--- src/inc/rgp_pkg.sv ---
// Constants and types shared by the external PHY port and its transmit FIFO.
// Assumes a single 200 MHz core clock; all pin timing is derived from it.
package rgp_pkg;

  // Core clock period.
  localparam int CLK_PERIOD_NS = 5;

  // Half periods of the generated clocks.
  localparam int REF_HALF_NS = 20;
  localparam int TX100_HALF_NS = 20;
  localparam int TX10_HALF_NS = 200;
  localparam int MDC_HALF_NS = 200;

  // Half periods counted in core clock cycles.
  localparam logic [5:0] REF_HALF_CYC = 6'(REF_HALF_NS / CLK_PERIOD_NS);
  localparam logic [5:0] TX100_HALF_CYC = 6'(TX100_HALF_NS / CLK_PERIOD_NS);
  localparam logic [5:0] TX10_HALF_CYC = 6'(TX10_HALF_NS / CLK_PERIOD_NS);
  localparam logic [5:0] MDC_HALF_CYC = 6'(MDC_HALF_NS / CLK_PERIOD_NS);

  // Transmit FIFO depth.
  localparam int TX_FIFO_DEPTH = 8;

  // Bit positions in the synchronised pin vector.
  localparam int SB_RXC = 0;
  localparam int SB_RXCTL = 1;
  localparam int SB_RXD = 2;
  localparam int SB_GIG = 6;
  localparam int SB_IRQ = 7;
  localparam int SB_DPX = 8;
  localparam int SB_MDIO = 9;
  localparam int SYNC_W = 10;
  // Idle levels: interrupt and management data high, all else low.
  localparam logic [SYNC_W-1:0] SYNC_RST = 10'h280;

  // Management frame layout: preamble, start, opcode, addresses, turnaround, data.
  localparam logic [6:0] MD_BITS = 7'h40;
  localparam logic [6:0] MD_TA_BIT = 7'h2e;
  localparam logic [6:0] MD_DATA_BIT = 7'h30;
  localparam logic [31:0] MD_PREAMBLE = 32'hffffffff;
  localparam logic [1:0] MD_START = 2'h1;
  localparam logic [1:0] MD_OP_RD = 2'h2;
  localparam logic [1:0] MD_OP_WR = 2'h1;
  localparam logic [1:0] MD_TA_WR = 2'h2;

  // Link speed selection.
  typedef enum logic [1:0] {SPD_10, SPD_100, SPD_1000} rgp_speed_t;

  // Management engine states.
  typedef enum logic {MD_IDLE, MD_RUN} rgp_md_state_t;

  // One byte of frame data with its error mark.
  typedef struct packed {
    logic err;
    logic [7:0] data;
  } rgp_byte_t;

  // One received byte as presented to the user.
  typedef struct packed {
    logic valid;
    logic err;
    logic [7:0] data;
  } rgp_rx_t;

  // Management transaction request.
  typedef struct packed {
    logic rd;
    logic [4:0] phy;
    logic [4:0] regad;
    logic [15:0] wdata;
  } rgp_mdio_cmd_t;

endpackage

--- src/design/rgp_fifo.sv ---
// Synchronous FIFO with valid/ready on both sides.
// Assumes one clock and an asynchronous active-high reset.
`timescale 1ns/1ps
module rgp_fifo #(
  parameter int W = 9,
  parameter int DEPTH = 8
) (
  // Clock and reset.
  input wire logic clk_i,
  input wire logic rst_i,
  // Filling side.
  input wire logic in_valid_i,
  output logic in_ready_o,
  input wire logic [W-1:0] in_data_i,
  // Draining side.
  output logic out_valid_o,
  input wire logic out_ready_i,
  output logic [W-1:0] out_data_o
);
  localparam int AW = $clog2(DEPTH);

  logic [W-1:0] mem_q [DEPTH];
  logic [AW-1:0] wr_q;
  logic [AW-1:0] rd_q;
  logic [AW:0] cnt_q;
  logic push;
  logic pop;

  // Full and empty follow the occupancy count.
  assign in_ready_o = (cnt_q != (AW+1)'(DEPTH));
  assign out_valid_o = (cnt_q != '0);
  assign out_data_o = mem_q[rd_q];
  assign push = in_valid_i && in_ready_o;
  assign pop = out_valid_o && out_ready_i;

  // Storage is written without reset.
  always_ff @(posedge clk_i) begin
    if (push) begin
      mem_q[wr_q] <= in_data_i;
    end
  end

  // Pointers and count.
  always_ff @(posedge clk_i or posedge rst_i) begin
    if (rst_i) begin
      wr_q <= '0;
      rd_q <= '0;
      cnt_q <= '0;
    end else begin
      if (push) begin
        wr_q <= (wr_q == AW'(DEPTH - 1)) ? '0 : wr_q + 1'b1;
      end
      if (pop) begin
        rd_q <= (rd_q == AW'(DEPTH - 1)) ? '0 : rd_q + 1'b1;
      end
      if (push && !pop) begin
        cnt_q <= cnt_q + 1'b1;
      end else if (pop && !push) begin
        cnt_q <= cnt_q - 1'b1;
      end
    end
  end
endmodule // rgp_fifo

--- src/design/rgp_port.sv ---
// MAC-side pin logic toward an external gigabit PHY over RGMII, with management master.
// Assumes the PHY adds the clock-to-data skew; all pins are sampled by the 200 MHz core clock.
`timescale 1ns/1ps
// Overview of operation
// RL1: Transmit clock runs at 125, 25 or 2.5 MHz by selected speed.
// RL2: PHY supplies receive clock at the same speed-dependent rates.
// RL3: Transmit control line carries enable on rise, enable xor error on fall.
// RL4: Receive control line decoded into data valid and receive error.
// RL5: Outgoing bytes leave as nibbles on four transmit data lines.
// RL6: Incoming nibbles on four receive lines are captured at receive clock edges.
// RL7: A continuous 25 MHz reference clock is driven to the PHY.
// RL8: In gigabit mode the transmit clock follows the PHY 125 MHz input.
// RL9: Duplex input high means full duplex, low means half duplex.
// RL10: Management data line is released whenever no transaction runs.
// RL11: Block is management master and drives the management clock.
// RL12: Active-low PHY reset output holds the PHY in reset while low.
// RL13: Active-low PHY interrupt input is reported as a one-cycle event.
// RL14: Gigabit uses both edges, low nibble on rise, high nibble on fall.
module rgp_port (
  // Clock and reset.
  input wire logic clk_i,
  input wire logic rst_i,
  // Mode control.
  input wire rgp_pkg::rgp_speed_t speed_i,
  input wire logic phy_reset_req_i,
  // Transmit byte stream.
  input wire logic tx_valid_i,
  output logic tx_ready_o,
  input wire rgp_pkg::rgp_byte_t tx_byte_i,
  // Receive byte stream.
  output rgp_pkg::rgp_rx_t rx_o,
  output logic rx_eof_o,
  // Management requests.
  input wire logic md_valid_i,
  output logic md_ready_o,
  input wire rgp_pkg::rgp_mdio_cmd_t md_cmd_i,
  output logic md_done_o,
  output logic [15:0] md_rdata_o,
  // Status toward the MAC.
  output logic full_duplex_o,
  output logic phy_irq_evt_o,
  // RGMII pins.
  output logic phy_txc_o,
  output logic phy_tx_ctl_o,
  output logic [3:0] phy_txd_o,
  input wire logic phy_rxc_i,
  input wire logic phy_rx_ctl_i,
  input wire logic [3:0] phy_rxd_i,
  // Side-band pins.
  output logic phy_ref_clock_out_o,
  input wire logic phy_gig_clock_in_i,
  input wire logic duplex_i,
  input wire logic phy_irq_n_i,
  output logic phy_rst_out_n_o,
  // Management pins.
  output logic mdc_o,
  input wire logic mdio_i,
  output logic mdio_o,
  output logic mdio_oe_n_o
);
  logic [rgp_pkg::SYNC_W-1:0] s1_q, s2_q, s3_q, stab_q, stab_d, chg;
  logic gig, gig_edge, tx_tick, tx_rise, tx_fall, fifo_v, fifo_pop, tx_en_q, tx_err_q, tx_nib_q;
  logic rx_rise, rx_fall, rx_dv_q, rx_nib_q, rx_err_acc_q, rx_ctl_s, ref_q, mdc_rise, mdc_fall;
  logic [3:0] rx_lo_q, rxd_s;
  logic [5:0] tx_cnt_q, ref_cnt_q, mdc_cnt_q, tx_half, mdc_hold_q;
  logic [6:0] md_cnt_q;
  logic [63:0] md_sh_q;
  logic md_rd_q, mdc_last_q;
  rgp_pkg::rgp_byte_t fifo_byte, tx_cur_q;
  rgp_pkg::rgp_md_state_t md_state_q;

  // Three-stage synchronisers; a change counts once stages two and three agree.
  assign stab_d = (s2_q & s3_q) | (stab_q & (s2_q ^ s3_q));
  assign chg = stab_d ^ stab_q;
  always_ff @(posedge clk_i or posedge rst_i) begin
    if (rst_i) begin
      s1_q <= rgp_pkg::SYNC_RST;
      s2_q <= rgp_pkg::SYNC_RST;
      s3_q <= rgp_pkg::SYNC_RST;
      stab_q <= rgp_pkg::SYNC_RST;
    end else begin
      s1_q <= {mdio_i, duplex_i, phy_irq_n_i, phy_gig_clock_in_i, phy_rxd_i, phy_rx_ctl_i, phy_rxc_i};
      s2_q <= s1_q;
      s3_q <= s2_q;
      stab_q <= stab_d;
    end
  end

  // Status pins: duplex level and interrupt assertion event.
  always_ff @(posedge clk_i or posedge rst_i) begin
    if (rst_i) begin
      full_duplex_o <= 1'b0;
      phy_irq_evt_o <= 1'b0;
    end else begin
      full_duplex_o <= stab_d[rgp_pkg::SB_DPX]; // RL9
      phy_irq_evt_o <= chg[rgp_pkg::SB_IRQ] && !stab_d[rgp_pkg::SB_IRQ]; // RL13
    end
  end

  // PHY reset is held low through core reset and on request.
  always_ff @(posedge clk_i or posedge rst_i) begin
    if (rst_i) begin
      phy_rst_out_n_o <= 1'b0;
    end else begin
      phy_rst_out_n_o <= !phy_reset_req_i; // RL12
    end
  end

  // Free-running 25 MHz reference clock divider.
  always_ff @(posedge clk_i or posedge rst_i) begin
    if (rst_i) begin
      ref_cnt_q <= '0;
      ref_q <= 1'b0;
    end else if (ref_cnt_q == rgp_pkg::REF_HALF_CYC - 6'h1) begin
      ref_cnt_q <= '0;
      ref_q <= !ref_q; // RL7
    end else begin
      ref_cnt_q <= ref_cnt_q + 6'h1;
    end
  end
  assign phy_ref_clock_out_o = ref_q;

  // Transmit FIFO between the user stream and the pin sequencer.
  rgp_fifo #(
    .W($bits(rgp_pkg::rgp_byte_t)),
    .DEPTH(rgp_pkg::TX_FIFO_DEPTH)
  ) u_tx_fifo (
    .clk_i(clk_i),
    .rst_i(rst_i),
    .in_valid_i(tx_valid_i),
    .in_ready_o(tx_ready_o),
    .in_data_i(tx_byte_i),
    .out_valid_o(fifo_v),
    .out_ready_i(fifo_pop),
    .out_data_o(fifo_byte)
  );

  // Transmit clock ticks: PHY gigabit clock edges, otherwise a core divider.
  assign gig = (speed_i == rgp_pkg::SPD_1000);
  assign gig_edge = chg[rgp_pkg::SB_GIG];
  assign tx_half = (speed_i == rgp_pkg::SPD_100) ? rgp_pkg::TX100_HALF_CYC : rgp_pkg::TX10_HALF_CYC;
  assign tx_tick = gig ? gig_edge : (tx_cnt_q >= tx_half - 6'h1); // RL8
  assign tx_rise = tx_tick && !phy_txc_o;
  assign tx_fall = tx_tick && phy_txc_o;
  assign fifo_pop = tx_rise && fifo_v && (gig || !tx_nib_q);

  // Transmit clock generation.
  always_ff @(posedge clk_i or posedge rst_i) begin
    if (rst_i) begin
      tx_cnt_q <= '0;
      phy_txc_o <= 1'b0;
    end else begin
      tx_cnt_q <= (tx_tick || gig) ? 6'h0 : tx_cnt_q + 6'h1;
      if (tx_tick) begin
        phy_txc_o <= !phy_txc_o; // RL1
      end
    end
  end

  // Transmit sequencer: nibbles and control on the pins.
  always_ff @(posedge clk_i or posedge rst_i) begin
    if (rst_i) begin
      tx_cur_q <= '0;
      tx_en_q <= 1'b0;
      tx_err_q <= 1'b0;
      tx_nib_q <= 1'b0;
      phy_txd_o <= '0;
      phy_tx_ctl_o <= 1'b0;
    end else if (tx_rise) begin
      if (!gig && tx_nib_q) begin
        phy_txd_o <= tx_cur_q.data[7:4]; // RL5
        phy_tx_ctl_o <= 1'b1;
        tx_nib_q <= 1'b0;
      end else if (fifo_v) begin
        tx_cur_q <= fifo_byte;
        tx_en_q <= 1'b1;
        tx_err_q <= fifo_byte.err;
        phy_txd_o <= fifo_byte.data[3:0]; // RL14
        phy_tx_ctl_o <= 1'b1; // RL3
        tx_nib_q <= !gig;
      end else begin
        tx_en_q <= 1'b0;
        tx_err_q <= 1'b0;
        tx_nib_q <= 1'b0;
        phy_txd_o <= '0;
        phy_tx_ctl_o <= 1'b0;
      end
    end else if (tx_fall) begin
      phy_tx_ctl_o <= tx_en_q ^ tx_err_q; // RL3
      if (gig) begin
        phy_txd_o <= tx_cur_q.data[7:4]; // RL14
      end
    end
  end

  // Receive pins as seen after synchronisation.
  assign rx_rise = chg[rgp_pkg::SB_RXC] && stab_d[rgp_pkg::SB_RXC];
  assign rx_fall = chg[rgp_pkg::SB_RXC] && !stab_d[rgp_pkg::SB_RXC];
  assign rx_ctl_s = stab_d[rgp_pkg::SB_RXCTL];
  assign rxd_s = stab_d[rgp_pkg::SB_RXD +: 4];

  // Receive decoder: data valid on rise, valid xor error on fall.
  always_ff @(posedge clk_i or posedge rst_i) begin
    if (rst_i) begin
      rx_dv_q <= 1'b0;
      rx_nib_q <= 1'b0;
      rx_err_acc_q <= 1'b0;
      rx_lo_q <= '0;
      rx_o <= '0;
      rx_eof_o <= 1'b0;
    end else begin
      rx_o.valid <= 1'b0;
      rx_eof_o <= 1'b0;
      if (rx_rise) begin
        rx_dv_q <= rx_ctl_s; // RL4
        rx_eof_o <= rx_dv_q && !rx_ctl_s;
        if (gig || !rx_ctl_s || !rx_nib_q) begin
          rx_lo_q <= rxd_s; // RL6
          rx_nib_q <= !gig && rx_ctl_s;
        end else begin
          rx_o.valid <= 1'b1;
          rx_o.err <= rx_err_acc_q;
          rx_o.data <= {rxd_s, rx_lo_q}; // RL6
          rx_nib_q <= 1'b0;
          rx_err_acc_q <= 1'b0;
        end
        if (!rx_ctl_s) begin
          rx_err_acc_q <= 1'b0;
        end
      end else if (rx_fall && rx_dv_q) begin
        if (gig) begin
          rx_o.valid <= 1'b1;
          rx_o.err <= rx_ctl_s ^ rx_dv_q; // RL4
          rx_o.data <= {rxd_s, rx_lo_q}; // RL14
        end else begin
          rx_err_acc_q <= rx_err_acc_q | (rx_ctl_s ^ rx_dv_q); // RL4
        end
      end
    end
  end

  // Management clock, free running as the master clock.
  assign mdc_rise = (mdc_cnt_q == rgp_pkg::MDC_HALF_CYC - 6'h1) && !mdc_o;
  assign mdc_fall = (mdc_cnt_q == rgp_pkg::MDC_HALF_CYC - 6'h1) && mdc_o;
  always_ff @(posedge clk_i or posedge rst_i) begin
    if (rst_i) begin
      mdc_cnt_q <= '0;
      mdc_o <= 1'b0;
    end else if (mdc_rise || mdc_fall) begin
      mdc_cnt_q <= '0;
      mdc_o <= !mdc_o; // RL11
    end else begin
      mdc_cnt_q <= mdc_cnt_q + 6'h1;
    end
  end

  // Management frame engine; bits change after falling MDC, sampled at rising.
  // The line is released one cycle after the last rising MDC so the PHY keeps hold time.
  assign md_ready_o = (md_state_q == rgp_pkg::MD_IDLE);
  always_ff @(posedge clk_i or posedge rst_i) begin
    if (rst_i) begin
      md_state_q <= rgp_pkg::MD_IDLE;
      md_cnt_q <= '0;
      md_sh_q <= '0;
      md_rd_q <= 1'b0;
      md_done_o <= 1'b0;
      md_rdata_o <= '0;
      mdio_o <= 1'b1;
      mdio_oe_n_o <= 1'b1;
    end else begin
      md_done_o <= 1'b0;
      case (md_state_q)
        rgp_pkg::MD_IDLE: begin
          mdio_oe_n_o <= 1'b1; // RL10
          if (md_valid_i) begin
            md_state_q <= rgp_pkg::MD_RUN;
            md_cnt_q <= '0;
            md_rd_q <= md_cmd_i.rd;
            md_sh_q <= {rgp_pkg::MD_PREAMBLE, rgp_pkg::MD_START,
                        md_cmd_i.rd ? rgp_pkg::MD_OP_RD : rgp_pkg::MD_OP_WR,
                        md_cmd_i.phy, md_cmd_i.regad, rgp_pkg::MD_TA_WR, md_cmd_i.wdata};
          end
        end
        rgp_pkg::MD_RUN: begin
          if (md_cnt_q > rgp_pkg::MD_BITS) begin
            md_state_q <= rgp_pkg::MD_IDLE;
            md_done_o <= 1'b1;
            mdio_o <= 1'b1;
            mdio_oe_n_o <= 1'b1; // RL10
          end else if (mdc_fall && md_cnt_q != rgp_pkg::MD_BITS) begin
            mdio_o <= md_sh_q[63];
            mdio_oe_n_o <= md_rd_q && (md_cnt_q >= rgp_pkg::MD_TA_BIT); // RL10
            md_sh_q <= {md_sh_q[62:0], 1'b1};
            md_cnt_q <= md_cnt_q + 7'h1;
          end else if (mdc_rise) begin
            if (md_rd_q && md_cnt_q > rgp_pkg::MD_DATA_BIT) begin
              md_rdata_o <= {md_rdata_o[14:0], stab_d[rgp_pkg::SB_MDIO]};
            end
            if (md_cnt_q == rgp_pkg::MD_BITS) begin
              md_cnt_q <= md_cnt_q + 7'h1;
            end
          end
        end
        default: begin
          md_state_q <= rgp_pkg::MD_IDLE;
        end
      endcase
    end
  end

  // Cycles the management clock has held its level, for the half-period check.
  always_ff @(posedge clk_i or posedge rst_i) begin
    if (rst_i) begin
      mdc_last_q <= 1'b0;
      mdc_hold_q <= '0;
    end else begin
      mdc_last_q <= mdc_o;
      mdc_hold_q <= (mdc_o != mdc_last_q) ? 6'h1 : mdc_hold_q + 6'h1;
    end
  end

  // Checks on pin behaviour.
  property p_ref_period;
    @(posedge clk_i) disable iff (rst_i) $rose(phy_ref_clock_out_o) |-> ##8 $rose(phy_ref_clock_out_o);
  endproperty
  a_ref_period: assert property (p_ref_period) else $error("Reference clock period is not 40 ns."); // RL7
  property p_tx100_half;
    @(posedge clk_i) disable iff (rst_i)
      (speed_i == rgp_pkg::SPD_100)[*6] ##0 $rose(phy_txc_o) ##1 (speed_i == rgp_pkg::SPD_100)[*4] |-> $fell(phy_txc_o);
  endproperty
  a_tx100_half: assert property (p_tx100_half) else $error("Transmit clock high time wrong at 100 Mb/s."); // RL1
  property p_gig_src;
    @(posedge clk_i) disable iff (rst_i) (gig && $past(gig) && $changed(phy_txc_o)) |-> $past(gig_edge);
  endproperty
  a_gig_src: assert property (p_gig_src) else $error("Gigabit transmit clock moved without input edge."); // RL8
  property p_tx_start;
    @(posedge clk_i) disable iff (rst_i)
      $past(fifo_pop) |-> phy_tx_ctl_o && phy_txc_o && phy_txd_o == $past(fifo_byte.data[3:0]);
  endproperty
  a_tx_start: assert property (p_tx_start) else $error("Low nibble or enable missing on transmit clock rise."); // RL5
  property p_tx_fall_ctl;
    @(posedge clk_i) disable iff (rst_i) $fell(phy_txc_o) |-> phy_tx_ctl_o == (tx_en_q ^ tx_err_q);
  endproperty
  a_tx_fall_ctl: assert property (p_tx_fall_ctl) else $error("Transmit control wrong at falling edge."); // RL3
  property p_tx_gig_hi;
    @(posedge clk_i) disable iff (rst_i) (gig && $fell(phy_txc_o) && tx_en_q) |-> phy_txd_o == tx_cur_q.data[7:4];
  endproperty
  a_tx_gig_hi: assert property (p_tx_gig_hi) else $error("High nibble not sent on gigabit fall."); // RL14
  property p_rx_gig_byte;
    @(posedge clk_i) disable iff (rst_i)
      (gig && rx_fall && rx_dv_q) |=> rx_o.valid && rx_o.data[7:4] == $past(rxd_s) && rx_o.err == !$past(rx_ctl_s);
  endproperty
  a_rx_gig_byte: assert property (p_rx_gig_byte) else $error("Gigabit receive byte or error decoded wrong."); // RL4
  property p_md_release;
    @(posedge clk_i) disable iff (rst_i) (md_state_q == rgp_pkg::MD_IDLE) |-> mdio_oe_n_o;
  endproperty
  a_md_release: assert property (p_md_release) else $error("Management data driven while idle."); // RL10
  property p_mdc_half;
    @(posedge clk_i) disable iff (rst_i) (mdc_hold_q <= 6'h28) && (!$changed(mdc_o) || mdc_hold_q == 6'h28);
  endproperty
  a_mdc_half: assert property (p_mdc_half) else $error("Management clock half period is not 40 cycles."); // RL11
  property p_phy_rst;
    @(posedge clk_i) disable iff (rst_i) phy_reset_req_i |=> !phy_rst_out_n_o ##1 ($past(phy_reset_req_i) || phy_rst_out_n_o);
  endproperty
  a_phy_rst: assert property (p_phy_rst) else $error("PHY reset output does not follow request."); // RL12
  property p_irq_evt;
    @(posedge clk_i) disable iff (rst_i) $fell(stab_q[rgp_pkg::SB_IRQ]) |-> phy_irq_evt_o;
  endproperty
  a_irq_evt: assert property (p_irq_evt) else $error("PHY interrupt assertion not reported."); // RL13
  property p_duplex;
    @(posedge clk_i) disable iff (rst_i) $changed(stab_q[rgp_pkg::SB_DPX]) |-> full_duplex_o == stab_q[rgp_pkg::SB_DPX];
  endproperty
  a_duplex: assert property (p_duplex) else $error("Duplex status does not follow the pin."); // RL9
  c_tx_byte: cover property (@(posedge clk_i) disable iff (rst_i) fifo_pop ##[1:20] tx_fall);
  c_rx_byte: cover property (@(posedge clk_i) disable iff (rst_i) rx_o.valid ##[1:200] rx_eof_o);
  c_md_read: cover property (@(posedge clk_i) disable iff (rst_i) md_done_o && md_rd_q);
  c_irq: cover property (@(posedge clk_i) disable iff (rst_i) phy_irq_evt_o);
endmodule // rgp_port

--- config.mk ---
export PLATFORM = sky130hd
export DESIGN_NAME = rgp_port
export DESIGN_NICKNAME = d
export VERILOG_FILES = /design/src/inc/rgp_pkg.sv /design/src/design/rgp_fifo.sv /design/src/design/rgp_port.sv
export SDC_FILE = /design/constraint.sdc
export NUM_CORES = 1
export LEC_CHECK = 0
export ABC_CLOCK_PERIOD_IN_PS = 14100
export BUFFER_PORTS_ARGS = -buffer_cell sky130_fd_sc_hd__clkbuf_2
export CAP_MARGIN = 20
export CORE_UTILIZATION = 25
export DETAILED_ROUTE_END_ITERATION = 7
export PLACE_DENSITY = 0.42
export REMOVE_ABC_BUFFERS = 1
export SYNTH_ARGS = -nofsm -noshare
export SYNTH_HDL_FRONTEND = slang
export SYNTH_SLANG_ARGS = --single-unit
--- constraint.sdc ---
create_clock -name clk_i -period 14.1 [get_ports clk_i]
set_input_delay 2.115 -clock clk_i [delete_from_list [all_inputs] [get_ports clk_i]]
set_output_delay 2.115 -clock clk_i [all_outputs]
set_load 0.05 [all_outputs]
==> results of run 1 <==
## power breakdown
| group | total, mW | internal (mW) | switching [mW] |
|---|---|---|---|
| registers | 1.04 | 0.937 | 0.0976 |
| logic | 0.543 | 0.223 | 0.320 |
| clock network | 0.819 | 0.500 | 0.319 |
## routing by layer
layer,routed length [um],vias to the layer above
li1,-,3110
met1,10000,3123
met2,9570,94
met3,909,37
met4,554,4
met5,27,-
## area by class of cell
| class | instances | area (um^2) | area share [%] |
|---|---|---|---|
| clock buffers | 47 | 988 | 7.62 |
| clock inverters | 10 | 82.6 | 0.637 |
| inverters | 18 | 75.1 | 0.579 |
| multi-input cells | 494 | 3480 | 26.9 |
| flip-flops and latches | 267 | 7060 | 54.4 |
| well taps | 539 | 674 | 5.20 |
| repair buffers | 107 | 604 | 4.66 |
## layout by cell type (no fill, tap or decap), types with 5 or more instances in the layout
cell type,instances
a21o_1,11
a21oi_1,50
a31oi_1,8
buf_4,7
clkbuf_16,35
clkbuf_2,95
clkbuf_8,6
clkinv_2,6
dfrtp_1,184
dfstp_2,10
edfxtp_1,72
ha_1,23
inv_1,16
mux2_2,22
mux2_4,10
mux2i_1,32
mux4_2,18
nand2_1,28
nand2b_1,11
nand3_1,19
nand4_1,5
nor2_1,133
nor2b_1,6
nor3_1,40
nor4_1,5
o21ai_0,11
xnor2_1,13
xor2_1,9
## worst max-delay path, stage by stage
cell and delay, ps:
clkbuf_2 110, nand2b_1 340, a21oi_1 250, o22a_1 580, nand2_1 350, ha_1 320, inv_1 110, ha_1 230
a21o_1 170, a21oi_1 160, xnor2_1 130, nor2_1 60, xor2_1 140
## logic make-up after synthesis
family                     Yosys count
AOI/OAI and AO/OA                  100
and+or+nand+nor                    266
buffers and inverters               52
adders and majority gates           24
xor gates and xnor gates            22
DFF                                267
muxes                               82
## metrics by stage
step / hold slack (ps) / utilization, % / instance area [um^2] / setup slack (ps)
4_1_cts: 351 / 30.6 / 12900 / 9450
2_1_floorplan: 331 / - / 10600 / 6690
3_3_place_gp: 332 / 28.0 / 11800 / 8910
5_1_grt: 354 / 30.8 / 13000 / 9150
3_5_place_dp: 338 / 28.0 / 11800 / 8820
6_report: 347 / 30.8 / 13000 / 9450
## state kept, by name, indices dropped and copies added (netlist names), 6 cells and up
register,flops
s2_q,10
tx_cnt_q,6
stab_q,10
u_tx_fifo.mem_q,72
rx_o,10
mdc_cnt_q,6
md_rdata_o,16
s3_q,10
s1_q,10
ref_cnt_q,6
md_cnt_q,7
md_sh_q,64
## worst paths after layout
| path | startpoint | slack, ps | to |
|---|---|---|---|
| max | speed_i[0] | 9450 | u_tx_fifo.cnt_q[3] |
| min | s1_q[3] | 350 | s2_q[3] |
| max reg2reg | s2_q[6] | 10390 | u_tx_fifo.cnt_q[3] |
| min reg2reg | s1_q[3] | 350 | s2_q[3] |
| max in group asynchronous | rst_i | 10890 | s1_q[1] |
| min in group asynchronous | rst_i | 1740 | md_rdata_o[6] |
==> impl_metrics.ini, run 1 <==
[finish]
syn_to_final_growth_pct = 20.7
layoutNonFillerInstCount = 1482
nets = 996
fill_cells = 4235
antenna_cells = 0
post_route_cells_drive_above_1_share_pct = 24.8

[setup_path]
path_max_fanout = 20
r2r.worst_path.cells = 13
arrival_ps = 5090
required_ps = 14540
startpoint_type = primary input
cp-end-kind = register
worst-setup-path-type = primary input to register

[die]
initial_core_util_pct = 25.5
die_x_um = 209
fp.coreArea_um2 = 42100
die_area_um2 = 43800
rows = 75
pin_count = 96
die_y_um = 209

[timing]
fin_worst_skew_ps = 8.49
fmax_mhz = 215
worstMarginPinSlew_ps = 1030
fin_crit_sh_pct = 33.0
relSlewSlack_pct = 31.1
fin_setup_tns_ps = 0
final_max_slew_viol_count = 0
setup_violations = 0
finalCriticalPeriod_ps = 4650
hold_viol = 0
rsz0062_at_grt = false

[synth]
synth_xor_area_share_pct = 1.79
ys_seq_elements = 267
synth_compound_area_share_pct = 5.67
synth_ff_type = dfrtp_1
avgSynthCellArea_um2 = 13.2
synthTopCellsByCount = dfrtp_1, nor2_1, edfxtp_1
synth_area_um2 = 10700
synth_cells = 813
muxShareOfSynthArea_pct = 10.5
synth_area_leaders = dfrtp_1, edfxtp_1, nor2_1, mux4_2, mux2i_1
synth_cell_types = 52
synth_simple_gate_area_share_pct = 11.4
synth_top_area_share_pct = 43.1
synthMostInstantiatedCell = dfrtp_1
synth_edf_count = 72
synth-adder-area-share_pct = 2.87
synth_top_family_by_area = simple AND/OR/NAND/NOR gates
synth-seq-area-share_pct = 65.7
synth_top_cell_by_area = dfrtp_1
async_flop_share_pct = 73.0
synth_warnings = 0

[place]
placed_cells = 1420
place.gp.congestion = 0.714
io_buffer_count = 95
hpwlAfterDp_um = 12700

[global_route]
grt_overflow_total = 0
grt_max_degree = 127
use_met3_pct = 2.30
grt_pass1_wl_um = 35000
grtUsageMet2_pct = 15.3
antenna_found_initial = 2
grt_use_met1_pct = 13.5
grt_pass1_vias = 6361
grt_usage_pct = 9.82
top_usage_layer = met2

[hold_path]
holdPathStages = 0
hp-class = register to register

[routing]
first_pass_iters = 5
drt_iter0_markers = 386
drc = 0
vias_per_cell = 4.30
wl_per_cell_um = 14.2
drt.antenna.violating_nets = 0
routed_wl_um = 21100
num_vias = 6368

[clock_tree]
hold_buffers = 0
cts_resized = 0
clock_latency_ps = 550
h-tree-depth = 1
cts_sinks = 267
ctsRootBufferMaster = clkbuf_16
cts_tree = built
cts_made_buffers = 31
post_cts_buffers = 0
clk_pin_slew_ps = 60
clock_path_buffers = 3

[status]
status = finished, final reports clean

[pwr]
p_leak_nw = 5.47
total_power_mw = 2.40
p_per_area_nw_per_um2 = 185
ir_drop_uv = 85.6

[run]
drv_cap = 0
(Power assumes the default switching activity.)
==> inputs of run 2 (changes only) <==
- ABC_AREA: default -> 1
- ABC_CLOCK_PERIOD_IN_PS: 14100 -> 3950
- PLACE_DENSITY: 0.42 -> 0.43
- clock period: 14.1 -> 3.95 ns (I/O delays scaled with it)
==> run 2 against run 1 <==
The run now ends with DRC left. Worst hold slack got worse by 260 ps. Clock power grew to 3.4 times the previous value. First-iteration DRC count up 13%. Largest cell class unchanged. Highest routed layer is now met4.
==> impl_metrics.ini, run 2 <==
[status]
status = finished, violations left
violations = DRC

[hold_path]
min_from = phy_irq_n_i
holdPathEnd = s1_q[7]
holdPathStages = 1
hp-class = primary input to register

[finish]
antenna_cells = 0
largest_reg_flops = 72
syn_to_final_growth_pct = 19.5
top_regs = u_tx_fifo.mem_q: 72 flops, md_sh_q: 64 flops, md_rdata_o: 16 flops
post_route_cells_drive_above_1_share_pct = 16.5
fill_cells = 4441
final_cell_mix = nand2_1, dfrtp_1, nor2_1
regMostFlops = u_tx_fifo.mem_q
nets = 1215
final_common_cell = nand2_1

[synth]
avgSynthCellArea_um2 = 10.5
synth_area_um2 = 10900
async_flop_share_pct = 73.0
synth_edf_count = 72
synth_compound_area_share_pct = 8.70
synth-seq-area-share_pct = 64.7
synthTopCellsByCount = nand2_1, dfrtp_1, nor2_1
synth_warnings = 0
synth_ff_type = dfrtp_1
synth_top_family_by_area = simple AND/OR/NAND/NOR gates
synth_area_leaders = dfrtp_1, edfxtp_1, nand2_1, nor2_1, inv_1
synth_top_area_share_pct = 42.5
synth_simple_gate_area_share_pct = 16.4
ys_seq_elements = 267
synth_cells = 1034
synth-adder-area-share_pct = 2.82
synth_top_cell_by_area = dfrtp_1
synth_xor_area_share_pct = 1.12
synth_cell_types = 46
muxShareOfSynthArea_pct = 0.826
synthMostInstantiatedCell = nand2_1

[run]
drv_cap = 0

[timing]
final_max_slew_viol_count = 0
finalCriticalPeriod_ps = 2960
hold_viol = 0
fin_crit_sh_pct = 75.0
relSlewSlack_pct = 29.3
rsz0062_at_grt = false
setup_violations = 0
fin_worst_skew_ps = 24.7
fin_ws_ps = 987
fin_setup_tns_ps = 0
fmax_mhz = 337
worstMarginPinSlew_ps = 1060

[setup_path]
r2r_end = u_tx_fifo.cnt_q[3]
arrival_ps = 3430
path_max_fanout = 9
r2r_slack_ps = 990
cp-end-kind = register
startpoint_type = register
required_ps = 4420
cp_common_cell = nand2_1
path_cells = ha_1, nand2_1, nand3_1, o211ai_1, nand4_2, inv_1, nand2_1, ha_1, inv_1, ha_1, a21o_1, a21oi_1, nand2_1, nand2_1, nor2_1, xor2_1
worst-setup-path-type = register to register
critical-path-max-stage-delay_ps = 380
r2r-start = s2_q[6]
r2r.worst_path.cells = 16
crit_path_top_delay_cell = dfrtp_1

[global_route]
grt_overflow_total = 0
grt_usage_pct = 10.5
antenna_found_initial = 0
grt_pass1_wl_um = 38100
grt_pass1_vias = 7187
grt_max_degree = 113

[pwr]
p_leak_nw = 6.15
p_per_area_nw_per_um2 = 597
ir_drop_uv = 253

[clock_tree]
cts_made_buffers = 31
post_cts_buffers = 0
clock_path_buffers = 3
cts_tree = built
cts_resized = 0
hold_buffers = 0
clock_latency_ps = 580
ctsRootBufferMaster = clkbuf_16
cts_sinks = 267
clk_pin_slew_ps = 60
h-tree-depth = 1

[die]
die_x_um = 211
initial_core_util_pct = 25.3
pin_count = 96
die_y_um = 211
die_area_um2 = 44500
fp.coreArea_um2 = 43100
rows = 76

[routing]
wl_met2_um = 10100
wl_per_cell_um = 13.2
met3_length_um = 1020
drt_iter0_markers = 438
drt.antenna.violating_nets = 0
top_layer_used = met4
drc = 1
num_vias = 7282
wl_met1_um = 11500
routed_wl_um = 23100
first_pass_iters = 7
vias_per_cell = 4.17

[place]
pre_cts_ws_ps = 717
place.gp.congestion = 0.752
hpwlAfterDp_um = 14500
io_buffer_count = 95
[run 2: area by class of cell]
type	count	area (um^2)	share of cell area [%]
Clock buffer	42	857	6.58
Clock inverter	14	136	1.05
Inverter	114	435	3.34
Multi-Input combinational cell	619	3260	25.0
Sequential cell	267	7050	54.1
Tap cell	585	732	5.62
Timing Repair Buffer	105	551	4.23
[run 2: metrics by stage]
step	cells	total power, mW	utilization [%]	hold WS, ps	cell area, um^2
3_5_place_dp	1690	5.08	27.9	336	12000
5_1_grt	1746	8.28	30.2	47.9	13000
6_report	1746	7.77	30.2	88.8	13000
3_3_place_gp	1690	5.07	27.9	335	12000
4_1_cts	1746	7.96	30.2	37.4	13000
2_1_floorplan	1000	4.53	-	331	10700
[run 2: metal layers]
| layer | track usage [%] | up-vias |
|---|---|---|
| li1 | - | 3652 |
| met1 | 15.1 | 3472 |
| met2 | 16.0 | 122 |
| met3 | 1.99 | 36 |
| met4 | 3.52 | 0 |
| met5 | 0 | - |
[run 2: where the power goes]
group,switching [mW],internal [mW]
sequential,0.165,3.18
combinational,1.16,0.478
clock,1.14,1.64
total,2.47,5.30
[run 2: logic make-up after synthesis]
family                   Yosys count
AND/OR/NAND/NOR                  427
flip-flops                       267
buffers and inverters            148
AO/OA/AOI/OAI                    146
adder cells (fa/ha/maj)           24
XOR/XNOR                          14
multiplexers                       8
[run 2: worst max-delay path by stage]
stage,from,end,slack (ps),depth (start not counted)
2_1_floorplan,rst_i,md_cnt_q[0],-1940,1
3_3_place_gp,speed_i[1],u_tx_fifo.cnt_q[3],800,17
3_5_place_dp,speed_i[1],u_tx_fifo.cnt_q[3],720,17
4_1_cts,s2_q[6],u_tx_fifo.cnt_q[3],970,16
5_1_grt,tx_cnt_q[0],u_tx_fifo.cnt_q[3],630,18
6_report,s2_q[6],u_tx_fifo.cnt_q[3],990,16
[run 2: critical path, delay by kind of cell, from the launching register on]
kind | cells | cell delay [ps]
adder cells (fa/ha/maj) | 3 | 840
AND/OR/NAND/NOR | 7 | 740
AO/OA/AOI/OAI | 3 | 520
flip-flops | 1 | 380
buffers and inverters | 2 | 240
XOR/XNOR | 1 | 130
==> inputs of run 3 (changes only) <==
- ABC_AREA: 1 -> 0
- ABC_CLOCK_PERIOD_IN_PS: 3950 -> 2500
- PLACE_DENSITY: 0.43 -> 0.44
- clock period: 3.95 -> 2.5 ns (I/O delays scaled with it)
==> run 3 against run 2 <==
The run ends with setup timing left. Register-to-register slack lost 1100 ps. Clock power grew 73%. Final area grew 3.2%. Core utilization grew 1.7 points. Final cell count shrank 12%. Non-clock buffer count grew 50. Via count shrank 11%. Die area shrank 1.5%. Fmax grew 13%. Total power grew 79%. Critical path depth shrank 3. Critical endpoint unchanged. Largest cell class unchanged. Largest power group unchanged. Highest routed layer unchanged.
==> impl_metrics.ini, run 3 (same netlist as run 1, synthesis figures left out) <==
[status]
status = finished, violations left
violations = setup timing

[setup_path]
crit_start = s3_q[6]
r2r-start = s3_q[6]
arrival_ps = 3040
startpoint_type = register
r2r.worst_path.cells = 13
cp-end-kind = register
r2r_slack_ps = -110
path_max_fanout = 2
cp-endpoint = u_tx_fifo.cnt_q[3]
r2r_end = u_tx_fifo.cnt_q[3]
worst-setup-path-type = register to register
required_ps = 2930

[finish]
antenna_cells = 0
regMostFlops = u_tx_fifo.mem_q
final_common_cell = dfrtp_1
fill_cells = 4224
final_cell_mix = dfrtp_1, nor2_1, clkbuf_2
nets = 1044
largest_reg_flops = 72
syn_to_final_growth_pct = 25.2
top_regs = u_tx_fifo.mem_q: 72 flops, md_sh_q: 64 flops, md_rdata_o: 16 flops
finalInstanceArea_um2 = 13400
post_route_cells_drive_above_1_share_pct = 26.8
utilization_pct = 31.9

[die]
die_y_um = 209
rows = 75
pin_count = 96
initial_core_util_pct = 25.5
fp.coreArea_um2 = 42100
die_area_um2 = 43800
die_x_um = 209

[run]
drv_cap = 0

[clock_tree]
clk_pin_slew_ps = 60
cts_tree = built
cts_sinks = 267
clock_path_buffers = 3
cts_made_buffers = 31
h-tree-depth = 1
clock_latency_ps = 550
ctsRootBufferMaster = clkbuf_16

[routing]
drt_iter0_markers = 297
first_pass_iters = 6
routed_wl_um = 21100
vias_per_cell = 4.24
num_vias = 6491
drc = 0
wl_per_cell_um = 13.8
drt.antenna.violating_nets = 0

[global_route]
grtUsageMet2_pct = 15.6
use_met3_pct = 2.38
grt_use_met1_pct = 13.0
antenna_found_initial = 0
top_usage_layer = met2
grt_overflow_total = 0
grt_pass1_wl_um = 35200
grt_usage_pct = 9.81
grt_pass1_vias = 6682
grt_max_degree = 69

[timing]
fin_worst_skew_ps = 6.45
setup_violations = 2
fin_crit_sh_pct = 105
finalCriticalPeriod_ps = 2610
final_max_slew_viol_count = 0
hold_viol = 0
fin_ws_ps = -113
rsz0062_at_grt = true
relSlewSlack_pct = 32.6
fin_setup_tns_ps = -173
worstMarginPinSlew_ps = 1010
whs_ps = 68.3
fmax_mhz = 383

[pwr]
ir_drop_uv = 479
p_leak_nw = 5.70
total_power_mw = 13.9
p_per_area_nw_per_um2 = 1040

[hold_path]
hp-class = primary input to register

[place]
io_buffer_count = 95
place.gp.congestion = 0.719
hpwlAfterDp_um = 13400
place_area_um2 = 12100
==> run 3: area by class of cell <==
class	instances	area, um^2	area share [%]
sequential	267	7060	52.5
multi-input combinational	494	3520	26.2
timing repair buffer	155	1020	7.57
clock buffer	41	843	6.27
tap	539	674	5.02
clock inverter	16	256	1.91
inverter	18	75.1	0.558
==> run 3: how the worst min path moves through the flow <==
stage	from	end	slack, ps	depth (start not counted)
after floorplan	s1_q[0]	s2_q[0]	330	0
after global placement	s1_q[4]	s2_q[4]	340	0
after detailed placement	s1_q[8]	s2_q[8]	340	0
after CTS	md_cmd_i[0]	md_sh_q[0]	30	3
after global routing	md_cmd_i[0]	md_sh_q[0]	70	3
final	md_cmd_i[0]	md_sh_q[0]	70	3
==> run 3: critical path, cell delays in order (launching register included) <==
cell	delay, ps
dfrtp_1	390
ha_4	240
or3b_4	380
a21oi_4	130
o22a_1	170
nand2_1	80
ha_2	190
inv_2	70
ha_4	190
a21o_1	160
a21oi_2	160
xnor2_1	130
nor2_1	60
xor2_1	130
==> run 3: stage by stage <==
| step | std cells | worst slack (ps) |
|---|---|---|
| finish | 1530 | -113 |
| detailed placement | 1457 | -434 |
| CTS | 1528 | -115 |
| global route | 1530 | -229 |
| floorplan | 779 | -3170 |
| global placement | 1457 | -401 |
==> run 3: where the power goes <==
| part | internal (mW) | switching [mW] | total, mW | leakage [nW] |
|---|---|---|---|---|
| Sequential | 5.29 | 0.538 | 5.83 | 2.88 |
| Combinational | 1.44 | 1.84 | 3.28 | 2.29 |
| Clock | 3.07 | 1.76 | 4.83 | 0.533 |
| Total | 9.80 | 4.14 | 13.9 | 5.70 |
==> run 3: repair_timing <==
item | 4_1_cts | 5_1_grt
setup endpoints to repair | 3 | 3
pin swaps | 8 | 3
buffers inserted | 2 | 1
hold buffers | 12 | 0
endpoints found under the hold margin | 70 | 0
resized for setup | 8 | 1
==> run 3: metal layers <==
layer / up-vias / wire [um]
met5: - / 0
met4: 0 / 537
met3: 38 / 1020
met2: 107 / 9580
met1: 3142 / 10000
li1: 3204 / -
